[config.mk]
export PLATFORM = sky130hd
export DESIGN_NAME = spc_pulse_capture
export DESIGN_NICKNAME = d
export VERILOG_FILES = /design/src/verilog/spc_pulse_capture.v
export VERILOG_INCLUDE_DIRS = /design/src /design/src/verilog
export SDC_FILE = /design/constraint.sdc
export NUM_CORES = 1
export LEC_CHECK = 0
export BUFFER_PORTS_ARGS = -buffer_cell sky130_fd_sc_hd__buf_2
export CAP_MARGIN = 20
export CORE_UTILIZATION = 30
export CTS_BUF_LIST = sky130_fd_sc_hd__clkbuf_2 sky130_fd_sc_hd__clkbuf_4 sky130_fd_sc_hd__clkbuf_8
export DETAILED_ROUTE_END_ITERATION = 8
export GPL_TIMING_DRIVEN = 0
export PLACE_DENSITY = 0.52
export SLEW_MARGIN = 40
export SYNTH_ARGS = -nofsm -noshare
export SYNTH_HDL_FRONTEND = slang
export SYNTH_SLANG_ARGS = --single-unit
[constraint.sdc]
create_clock -name mclk -period 4.5 [get_ports mclk]
set_input_delay 0.225 -clock mclk [delete_from_list [all_inputs] [get_ports mclk]]
set_output_delay 0.225 -clock mclk [all_outputs]
set_load 0.05 [all_outputs]
[src/verilog/spc_defs.vh]
`ifndef SPC_DEFS_VH
`define SPC_DEFS_VH

// Register addresses on the 8-bit register port.
`define SPC_ADDR_START      8'h00
`define SPC_ADDR_CTRL       8'h01
`define SPC_ADDR_IO_EDGE    8'h02
`define SPC_ADDR_COUNTER    8'h03
`define SPC_ADDR_GEN_A      8'h04
`define SPC_ADDR_GEN_B      8'h05
`define SPC_ADDR_STATUS     8'h06
`define SPC_ADDR_IRQ_STAT   8'h08
`define SPC_ADDR_IRQ_MASK   8'h09

// Field positions.
`define SPC_START_BIT       0
`define SPC_CTRL_CLR_B      0
`define SPC_CTRL_SHARE      1
`define SPC_EDGE_A_LO       0
`define SPC_EDGE_A_HI       1
`define SPC_EDGE_B_LO       2
`define SPC_EDGE_B_HI       3
`define SPC_EDGE_A_OUT      4
`define SPC_EDGE_A_LEVEL    5
`define SPC_FLAG_A          0
`define SPC_FLAG_B          1
`define SPC_FLAG_OVF        2

// Edge select codes.
`define SPC_EDGE_NONE       2'h0
`define SPC_EDGE_RISE       2'h1
`define SPC_EDGE_FALL       2'h2
`define SPC_EDGE_BOTH       2'h3

// Reset values.
`define SPC_RST_START       1'h0
`define SPC_RST_CTRL        2'h0
`define SPC_RST_IO_EDGE     6'h00
`define SPC_RST_COUNT       16'h0000
`define SPC_RST_FLAGS       3'h0

`endif

[src/verilog/spc_pulse_capture.v]
// Behaviour
// - 16-bit up-counter captured into registers A, B.
// - share bit feeds both captures from pin A.
// - sharing only while pin A is input.
// - capture B may be selected to clear counter.
// - capture A on selected rising and/or falling edge, only while pin A is input.
// - capture B on selected rising and/or falling edge.
// - start bit at 1 runs the counter.
// - capture A copies counter, sets flag A.
// - capture B copies counter, sets flag B, clears if selected.
//
// Added by the designer: the placing of the registers and the address-and-strobe port.
`timescale 1ns/10ps
`include "spc_defs.vh"

module spc_pulse_capture (
  input  wire        mclk,
  input  wire        resetn,
  input  wire [7:0]  reg_addr,
  input  wire [15:0] reg_wdata,
  input  wire        reg_write,
  input  wire        reg_read,
  output reg  [15:0] reg_rdata,
  input  wire        capture_a_pin_in,
  output reg         capture_a_pin_out,
  output reg         capture_a_pin_oe,
  input  wire        capture_b_pin_in,
  output wire        irq
);

  reg         channel_start_bit;
  reg         clear_on_b;
  reg         pin_share_select;
  reg  [5:0]  io_edge_ctrl;
  reg  [15:0] channel_counter;
  reg  [15:0] general_reg_a;
  reg  [15:0] general_reg_b;
  reg  [2:0]  channel_status_reg;
  reg  [2:0]  irq_status;
  reg  [2:0]  irq_mask;

  wire [1:0]  pin_raw;
  reg  [1:0]  sync_first;
  reg  [1:0]  sync_second;
  reg  [1:0]  sync_prev;
  wire [1:0]  pin_rise;
  wire [1:0]  pin_fall;

  wire [1:0]  edge_a_sel;
  wire [1:0]  edge_b_sel;
  wire        a_is_output;
  wire        shared;
  wire        rise_b_src;
  wire        fall_b_src;
  wire        cap_a;
  wire        cap_b;
  wire        ovf;
  wire [2:0]  events;

  wire        wr_start;
  wire        wr_ctrl;
  wire        wr_edge;
  wire        wr_count;
  wire        wr_status;
  wire        wr_mask;
  wire        rd_irq_stat;
  reg  [15:0] next_rdata;

  assign pin_raw = {capture_b_pin_in, capture_a_pin_in};

  // Both pins are asynchronous to mclk, so each passes two flip-flops
  // before any edge detection looks at it.
  genvar gi;
  generate
    for (gi = 0; gi < 2; gi = gi + 1) begin : g_pin_sync
      always @(posedge mclk or negedge resetn) begin
        if (!resetn) begin
          sync_first[gi]  <= 1'b0;
          sync_second[gi] <= 1'b0;
          sync_prev[gi]   <= 1'b0;
        end else begin
          sync_first[gi]  <= pin_raw[gi];
          sync_second[gi] <= sync_first[gi];
          sync_prev[gi]   <= sync_second[gi];
        end
      end
      assign pin_rise[gi] = sync_second[gi] & ~sync_prev[gi];
      assign pin_fall[gi] = ~sync_second[gi] & sync_prev[gi];
    end
  endgenerate

  assign edge_a_sel  = io_edge_ctrl[`SPC_EDGE_A_HI:`SPC_EDGE_A_LO];
  assign edge_b_sel  = io_edge_ctrl[`SPC_EDGE_B_HI:`SPC_EDGE_B_LO];
  assign a_is_output = io_edge_ctrl[`SPC_EDGE_A_OUT];

  assign shared = pin_share_select & ~a_is_output;

  assign rise_b_src = shared ? pin_rise[0] : pin_rise[1];
  assign fall_b_src = shared ? pin_fall[0] : pin_fall[1];

  assign cap_a = ~a_is_output &
                 ((pin_rise[0] & edge_a_sel[0]) | (pin_fall[0] & edge_a_sel[1]));

  assign cap_b = (rise_b_src & edge_b_sel[0]) | (fall_b_src & edge_b_sel[1]);

  assign ovf    = channel_start_bit & (channel_counter == 16'hffff);
  assign events = {ovf, cap_b, cap_a};

  // When pin A is an output it carries a static level that software sets.
  always @(posedge mclk or negedge resetn) begin
    if (!resetn) begin
      capture_a_pin_out <= 1'b0;
      capture_a_pin_oe  <= 1'b0;
    end else begin
      capture_a_pin_out <= io_edge_ctrl[`SPC_EDGE_A_LEVEL];
      capture_a_pin_oe  <= a_is_output;
    end
  end

  assign wr_start    = reg_write & (reg_addr == `SPC_ADDR_START);
  assign wr_ctrl     = reg_write & (reg_addr == `SPC_ADDR_CTRL);
  assign wr_edge     = reg_write & (reg_addr == `SPC_ADDR_IO_EDGE);
  assign wr_count    = reg_write & (reg_addr == `SPC_ADDR_COUNTER);
  assign wr_status   = reg_write & (reg_addr == `SPC_ADDR_STATUS);
  assign wr_mask     = reg_write & (reg_addr == `SPC_ADDR_IRQ_MASK);
  assign rd_irq_stat = reg_read & (reg_addr == `SPC_ADDR_IRQ_STAT);

  always @(posedge mclk or negedge resetn) begin
    if (!resetn) begin
      channel_start_bit <= `SPC_RST_START;
      clear_on_b        <= 1'b0;
      pin_share_select  <= 1'b0;
      io_edge_ctrl      <= `SPC_RST_IO_EDGE;
      irq_mask          <= `SPC_RST_FLAGS;
    end else begin
      if (wr_start) begin
        channel_start_bit <= reg_wdata[`SPC_START_BIT];
      end
      if (wr_ctrl) begin
        clear_on_b       <= reg_wdata[`SPC_CTRL_CLR_B];
        pin_share_select <= reg_wdata[`SPC_CTRL_SHARE];
      end
      if (wr_edge) begin
        io_edge_ctrl <= reg_wdata[5:0];
      end
      if (wr_mask) begin
        irq_mask <= reg_wdata[2:0];
      end
    end
  end

  // The counter keeps counting in the cycle of a capture; the clear on
  // capture B replaces the increment, so the captured count is the period minus one cycle.
  always @(posedge mclk or negedge resetn) begin
    if (!resetn) begin
      channel_counter <= `SPC_RST_COUNT;
    end else if (cap_b && clear_on_b) begin
      channel_counter <= `SPC_RST_COUNT;
    end else if (wr_count) begin
      channel_counter <= reg_wdata;
    end else if (channel_start_bit) begin
      channel_counter <= channel_counter + 16'h0001;
    end
  end

  always @(posedge mclk or negedge resetn) begin
    if (!resetn) begin
      general_reg_a <= `SPC_RST_COUNT;
      general_reg_b <= `SPC_RST_COUNT;
    end else begin
      if (cap_a) begin
        general_reg_a <= channel_counter;
      end
      if (cap_b) begin
        general_reg_b <= channel_counter;
      end
    end
  end

  // Flags clear by writing 0 to a bit; a write of 1 leaves it alone.
  // A capture in the same cycle as the clear keeps its flag set.
  always @(posedge mclk or negedge resetn) begin
    if (!resetn) begin
      channel_status_reg <= `SPC_RST_FLAGS;
    end else begin
      channel_status_reg <= (wr_status ? (channel_status_reg & reg_wdata[2:0])
                                       : channel_status_reg) | events;
    end
  end

  // Interrupt status is cleared by its read; a new event still wins.
  always @(posedge mclk or negedge resetn) begin
    if (!resetn) begin
      irq_status <= `SPC_RST_FLAGS;
    end else begin
      irq_status <= (rd_irq_stat ? 3'h0 : irq_status) | events;
    end
  end

  assign irq = |(irq_status & irq_mask);

  always @* begin
    next_rdata = 16'h0000;
    case (reg_addr)
      `SPC_ADDR_START:    next_rdata = {15'h0000, channel_start_bit};
      `SPC_ADDR_CTRL:     next_rdata = {14'h0000, pin_share_select, clear_on_b};
      `SPC_ADDR_IO_EDGE:  next_rdata = {10'h000, io_edge_ctrl};
      `SPC_ADDR_COUNTER:  next_rdata = channel_counter;
      `SPC_ADDR_GEN_A:    next_rdata = general_reg_a;
      `SPC_ADDR_GEN_B:    next_rdata = general_reg_b;
      `SPC_ADDR_STATUS:   next_rdata = {13'h0000, channel_status_reg};
      `SPC_ADDR_IRQ_STAT: next_rdata = {13'h0000, irq_status};
      `SPC_ADDR_IRQ_MASK: next_rdata = {13'h0000, irq_mask};
      default:            next_rdata = 16'h0000;
    endcase
  end

  // Read data stand only in the cycle after the read strobe.
  always @(posedge mclk or negedge resetn) begin
    if (!resetn) begin
      reg_rdata <= 16'h0000;
    end else if (reg_read) begin
      reg_rdata <= next_rdata;
    end else begin
      reg_rdata <= 16'h0000;
    end
  end

endmodule

Word level (Yosys, flattened, before mapping). Index checks and enable logic that the tools add are counted. Widths: inputs -> output; s select.

Flip-flop bits (word level): 90. Input bits: 30. Word-level logic and storage cells: 71.

Add/subtract/negate cells: 1. Equality and inequality tests: 9. Multiplexer cells: 9. Bitwise gates (word level): 29. Reductions and logical operators: 4.

Operators with widths (count): $pmux 16 s9 (1); $mux 16 (4); $eq 8x3->1 const B (3); $and 1x1->1 (18); $add 16x1->16 const B (1); $eq 16x16->1 const B (1); $eq 8x2->1 const B (2); $eq 8x4->1 const B (2); $eq 8x1->1 const B (1); $logic_not 8->1 (1); $and 3x3->3 (2); $mux 3 (2); $or 3x3->3 (2); $not 1->1 (5); $reduce_bool 3->1 (1); $reduce_or 3->1 (1); $mux 1 (2); $or 1x1->1 (2); $logic_and 1x1->1 (1).

Logic depth before layout (Yosys ltp).
Word-level depth: 7. Depth in mapped cells: 7. Gate-level depth less buffers: 6.

Least setup slack after synthesis. OpenSTA, ideal clock, no wires.

Path kind: register to register. Start: register io_edge_ctrl[4]. End: register general_reg_b[10]. Library setup time: 0.125 ns. Arrival: 1.780 ns. Data required time: 4.375 ns. Setup slack: 2.595 ns. Stages on the path, launching flop included: 7. Period minus slack after synthesis: 1.905 ns. Path through: dfrtp_1 > nand2b_1 > a31o_2 > a22oi_1 > buf_2 > buf_2 > mux2_2.

Word-level cells in the longest chain between the ends: 5. Elaborated cells between the ends (all ways): 7. Those cells by class: mux: 2; bitwise: 5.

RTL lines: from (decl) (line spc_pulse_capture.v:34) `reg [5:0] io_edge_ctrl;`; from (signal assigned) (line spc_pulse_capture.v:133) `` io_edge_ctrl <= `SPC_RST_IO_EDGE; ``; from (signal assigned) (line spc_pulse_capture.v:144) `io_edge_ctrl <= reg_wdata[5:0];`; $not 1->1 (*) (line spc_pulse_capture.v:96) `assign shared = pin_share_select & ~a_is_output;`; $and 1x1->1 (*) (line spc_pulse_capture.v:96); $mux 1 (on tied branches) (line spc_pulse_capture.v:98, spc_pulse_capture.v:99); $and 1x1->1 (line spc_pulse_capture.v:104) `assign cap_b = (rise_b_src & edge_b_sel[0]) | (fall_b_src & edge_b_sel[1]);`; $or 1x1->1 (*) (line spc_pulse_capture.v:104); to (signal assigned) (line spc_pulse_capture.v:169) `` general_reg_b <= `SPC_RST_COUNT; ``; to (signal assigned) (line spc_pulse_capture.v:175) `general_reg_b <= channel_counter;`; to (decl) (line spc_pulse_capture.v:37) `reg [15:0] general_reg_b;`.

Every way passes the cells marked *; elsewhere a longest branch is shown, timed or not. A chain may end at the register's enable or synchronous reset.

Worst setup path in the final report.
Start: register io_edge_ctrl[4]. End: register channel_counter[12].

Word-level cells in the longest chain between the ends: 7. Elaborated cells between the ends (all ways): 10. Those cells by class: mux: 3; bitwise: 5; reduce/logical: 2.

RTL lines: $not 1->1 (*) (line spc_pulse_capture.v:96); $and 1x1->1 (*) (line spc_pulse_capture.v:96); $mux 1 (on tied branches) (line spc_pulse_capture.v:98, spc_pulse_capture.v:99); $and 1x1->1 (line spc_pulse_capture.v:104); $or 1x1->1 (*) (line spc_pulse_capture.v:104); $logic_and 1x1->1 (*) (line spc_pulse_capture.v:157) `end else if (cap_b && clear_on_b) begin`; $reduce_bool 3->1 (no source line) or $mux 16 (tied branches); to (signal assigned) (line spc_pulse_capture.v:156) `` channel_counter <= `SPC_RST_COUNT; ``; to (signal assigned) (line spc_pulse_capture.v:158) `` channel_counter <= `SPC_RST_COUNT; ``; to (signal assigned) (line spc_pulse_capture.v:160) `channel_counter <= reg_wdata;`; to (decl) (line spc_pulse_capture.v:35) `reg [15:0] channel_counter;`.

Marked as above.

==> impl_results.rst <==
.. list-table::
   :header-rows: 1

   * - Metric
     - Value
   * - Buffers & Inverters on Critical Path
     - 2
   * - Global routing met2 resource utilization
     - 24.3%
   * - Layout cells sized above 1
     - approximately 34%
   * - Clock edge transition at the registers on the reported setup and hold paths
     - around 90 ps
   * - Data arrival time at the worst-slack endpoint
     - 2530 ps
   * - Overflow left after global routing
     - 0
   * - CP endpoint kind
     - register
   * - Crit Path Category
     - reg -> reg
   * - Total Wirelength
     - 10,100 um
   * - Area of the multi-input gates
     - 1870 um^2
   * - Mux contribution to synthesized area
     - 16.3%
   * - Number of search-and-repair iterations in the first detailed-routing pass
     - 4
   * - Maximum frequency from static timing analysis
     - 433 MHz
   * - Post-synthesis share of cell area spent on xor and xnor gates
     - between 3 and 4%
   * - Hold violation count in the final report
     - 0
   * - Setup repair after global routing missed its margin
     - no
   * - Antenna violations before repair
     - 0
   * - Initial standard-cell utilization of the core
     - 30.7%
   * - Clock tree from TritonCTS
     - built
   * - Adder and majority gate portion of the synthesized area
     - 0.295%
   * - Horizontal die dimension
     - 121 um
   * - Placed cell areas
     - 4740 um^2
   * - Setup slack of the critical path after layout
     - 2190 ps
   * - Sequential-to-total area share from yosys stat
     - 53.1%
   * - Site row count
     - 43
   * - Chip height
     - 121 um
   * - Hold buffers post-CTS
     - 3
   * - Number of CTS-inserted buffers
     - 9
   * - Total of fill cells in the finished design
     - 1,348
   * - Dominant cell type by area after synthesis
     - sky130_fd_sc_hd__dfrtp_1
   * - Area share of the largest cell type after synthesis
     - 53.1%
   * - Register bit total from synthesis
     - 90
   * - Worst Skew
     - 9.26 ps
   * - Number of different library cells in the post-synthesis netlist
     - 51
   * - H-tree depth
     - 3
   * - Number of setup buffers added after CTS
     - 0
   * - Power per Cell Area
     - 465 nW/um^2
   * - Layout-stage area growth over the synthesis result
     - 17.4%
   * - Post-cts gate resize count
     - 0
   * - Nets
     - 451
   * - Maximum cell stage delay along the critical path
     - approximately 580 ps
   * - Warnings from Yosys
     - 0
   * - Tcrit/Tclk final
     - 51.3%
   * - Routed vias/inst
     - roughly 5
   * - Final core area utilization
     - 36.0%
   * - Sinks on Clock Net
     - 90
   * - First element of the critical path
     - io_edge_ctrl[4]
   * - Number of remaining DRC errors
     - 0
   * - Detailed Place HPWL
     - 7330 um
   * - Number of cells produced by synthesis
     - 358
   * - Compound-gate portion of the synthesized area
     - 11.1%
   * - Tightest Pin Transition
     - 801 ps
   * - Startpoint of the worst-slack reg-to-reg timing path
     - io_edge_ctrl[4]
   * - Global placer's final weighted congestion
     - about 0.85
   * - Maximum number of pins on one net before global-route repair
     - 54
   * - Via count
     - 3,022
   * - Average footprint of a synthesized cell
     - 11.8 um^2
   * - Worst setup slack after placement
     - 2180 ps
   * - EDFF count, synth
     - 0
   * - FF/Latch Area
     - 2250 um^2
   * - Simple-gate share of the synthesized area
     - 13.2%
   * - Met1 Usage GRT
     - 20.3%
   * - Busiest grt layer
     - met2
   * - Min-Delay Startpoint
     - reg_wdata[5]
   * - Vias in the first global route
     - 3,126
   * - Grt met3 use
     - roughly 2.6%
   * - Highest fanout seen on the critical path
     - 10
   * - Final max-slew violation count
     - 0
   * - Total global-route track usage
     - between 10% and 20%
   * - CTS root buf
     - sky130_fd_sc_hd__clkbuf_8
   * - Maximum ir drop on the vdd rail
     - 158 uV
   * - Dominant synthesized flop cell
     - sky130_fd_sc_hd__dfrtp_1
   * - Number of buffers on the longest clock path
     - 2
   * - Net count after synthesis
     - 389
   * - Post-route cell area
     - 4980 um^2
   * - Diode count
     - 0
   * - Area of the die
     - 14,600 um^2
   * - Count of port buffers added during placement
     - 47
   * - Status
     - completed
   * - Detail Route Antenna Nets
     - 0
   * - Worst-path cell with the longest stage delay
     - sky130_fd_sc_hd__clkbuf_1
   * - Latest clock arrival within the worst-skew pair
     - 370 ps
   * - Cell Chain, Critical Path
     - nor4bb_1, a31o_2, a22oi_1, nor2b_1, buf_1, clkbuf_1, a211oi_2
   * - Leakage power
     - 2.14 nW
   * - Required @ worst endpoint
     - 4720 ps
   * - Worst slew slack as a fraction of its limit
     - 46.3%
   * - Wire length of the first global-routing pass
     - 16,600 um
   * - I/O pin count
     - 49
   * - Post-synth ARST share
     - 100%
   * - Family with the most delay on the worst path
     - buffers and inverters
   * - Main combinational cell family by area after synthesis
     - multiplexers
   * - DR iter-0 viols
     - 125
   * - Post-route minimum period
     - 2310 ps
   * - Core Region
     - 13,800 um^2
   * - Cell area after synthesis
     - 4240 um^2
   * - Leading cell types by total area after synthesis
     - sky130_fd_sc_hd__dfrtp_1 53%, sky130_fd_sc_hd__mux2_2 14%, sky130_fd_sc_hd__nor2_1 3.3%
   * - Startpoint kind of the worst setup timing path
     - register
   * - Max-cap check violation count
     - 0
   * - Total Negative Setup Slacks
     - 0 ps
   * - Final-report setup violation count
     - 0
   * - Worst hold path class
     - in -> reg
   * - Average wire per standard cell
     - 16.8 um
-- logic make-up (layout without fill, tap and decap cells) --
logic type                 after synthesis  after routing
buffers and inverters                   27             93
muxes                                   61             61
DFF                                     90             90
AOI/OAI and AO/OA                       58             58
adders and majority gates                1              1
and+or+nand+nor                        106            106
xor gates and xnor gates                15             15
-- stage by stage --
stage | hold slack, ps | cells | total power, mW
after floorplan | -70.6 | 358 | 1.57
after global placement | 334 | 585 | 1.70
after detailed placement | 156 | 586 | 1.73
after CTS | 98.0 | 604 | 2.34
after global routing | 106 | 604 | 2.45
final | 108 | 604 | 2.32
-- layout make-up --
type | count | area share, %
Buffer | 22 | 2.16
Clock buffer | 10 | 2.64
Clock inverter | 5 | 1.61
Inverter | 5 | 0.377
Multi-Input combinational cell | 241 | 37.5
Sequential cell | 90 | 45.2
Tap cell | 180 | 4.52
Timing Repair Buffer | 51 | 6.01
-- cells in the final DEF, fill, tap and decap left out, types with 5 or more instances in the layout --
| master | Yosys | layout |
|---|---|---|
| sky130_fd_sc_hd__buf_2 | 8 | 54 |
| sky130_fd_sc_hd__clkbuf_8 | 0 | 9 |
| sky130_fd_sc_hd__clkbuf_1 | 9 | 9 |
| sky130_fd_sc_hd__a211oi_2 | 10 | 10 |
| sky130_fd_sc_hd__dfrtp_1 | 90 | 90 |
| sky130_fd_sc_hd__mux2_2 | 53 | 53 |
| sky130_fd_sc_hd__nand4_1 | 7 | 7 |
| sky130_fd_sc_hd__nand2_1 | 24 | 24 |
| sky130_fd_sc_hd__o21ai_0 | 6 | 6 |
| sky130_fd_sc_hd__mux2i_1 | 7 | 7 |
| sky130_fd_sc_hd__inv_1 | 5 | 5 |
| sky130_fd_sc_hd__nor2b_1 | 6 | 6 |
| sky130_fd_sc_hd__a22oi_1 | 13 | 13 |
| sky130_fd_sc_hd__a211oi_1 | 7 | 7 |
| sky130_fd_sc_hd__xor2_1 | 9 | 9 |
| sky130_fd_sc_hd__nor2_1 | 37 | 37 |
| sky130_fd_sc_hd__a21oi_1 | 6 | 5 |
| sky130_fd_sc_hd__xnor2_1 | 6 | 6 |
-- power breakdown --
group	leakage [nW]	total (mW)	internal, mW	switching (mW)
clock network	0.102	0.597	0.315	0.282
logic	0.935	0.510	0.293	0.217
registers	1.11	1.21	1.03	0.184
total	2.14	2.32	1.63	0.682
-- Yosys cell counts, types with 3 or more instances --
cell type	count
sky130_fd_sc_hd__nand4_1	7
sky130_fd_sc_hd__nand2b_1	4
sky130_fd_sc_hd__mux2i_1	7
sky130_fd_sc_hd__nand2_1	24
sky130_fd_sc_hd__inv_1	5
sky130_fd_sc_hd__nand3_1	4
sky130_fd_sc_hd__a211oi_2	10
sky130_fd_sc_hd__clkbuf_1	9
sky130_fd_sc_hd__nor2b_1	6
sky130_fd_sc_hd__a21oi_1	6
sky130_fd_sc_hd__a22oi_1	13
sky130_fd_sc_hd__xor2_1	9
sky130_fd_sc_hd__xnor2_1	6
sky130_fd_sc_hd__nor3_1	3
sky130_fd_sc_hd__nor2_1	37
sky130_fd_sc_hd__o21ai_0	6
sky130_fd_sc_hd__a211oi_1	7
sky130_fd_sc_hd__dfrtp_1	90
sky130_fd_sc_hd__buf_1	3
sky130_fd_sc_hd__mux2_2	53
sky130_fd_sc_hd__buf_2	8
sky130_fd_sc_hd__nand3b_1	3
-- layer usage --
metal	up-vias	share of wire (%)
met5	-	0
met4	0	2.0
met3	18	3.4
met2	82	47
met1	1513	48
li1	1409	-
-- path summary, 6_finish.rpt --
check	slack, ps	to	cells after the start
worst max-delay path	2190	channel_counter[12]	7
worst min-delay path	110	io_edge_ctrl[5]	2
worst max register to register	2190	channel_counter[12]	7
worst min register to register	350	sync_second[0]	0
max in group asynchronous	3590	general_reg_a[3]	3
min in group asynchronous	330	reg_rdata[10]	2
-- worst register-to-register path, delay by kind of cell (launching register included) --
kind | cells | cell delay, ps
AO/OA/AOI/OAI | 3 | 300
buffers and inverters | 2 | 880
flip-flops | 1 | 500
AND/OR/NAND/NOR | 2 | 470
Power figures use the tool's default switching activity.
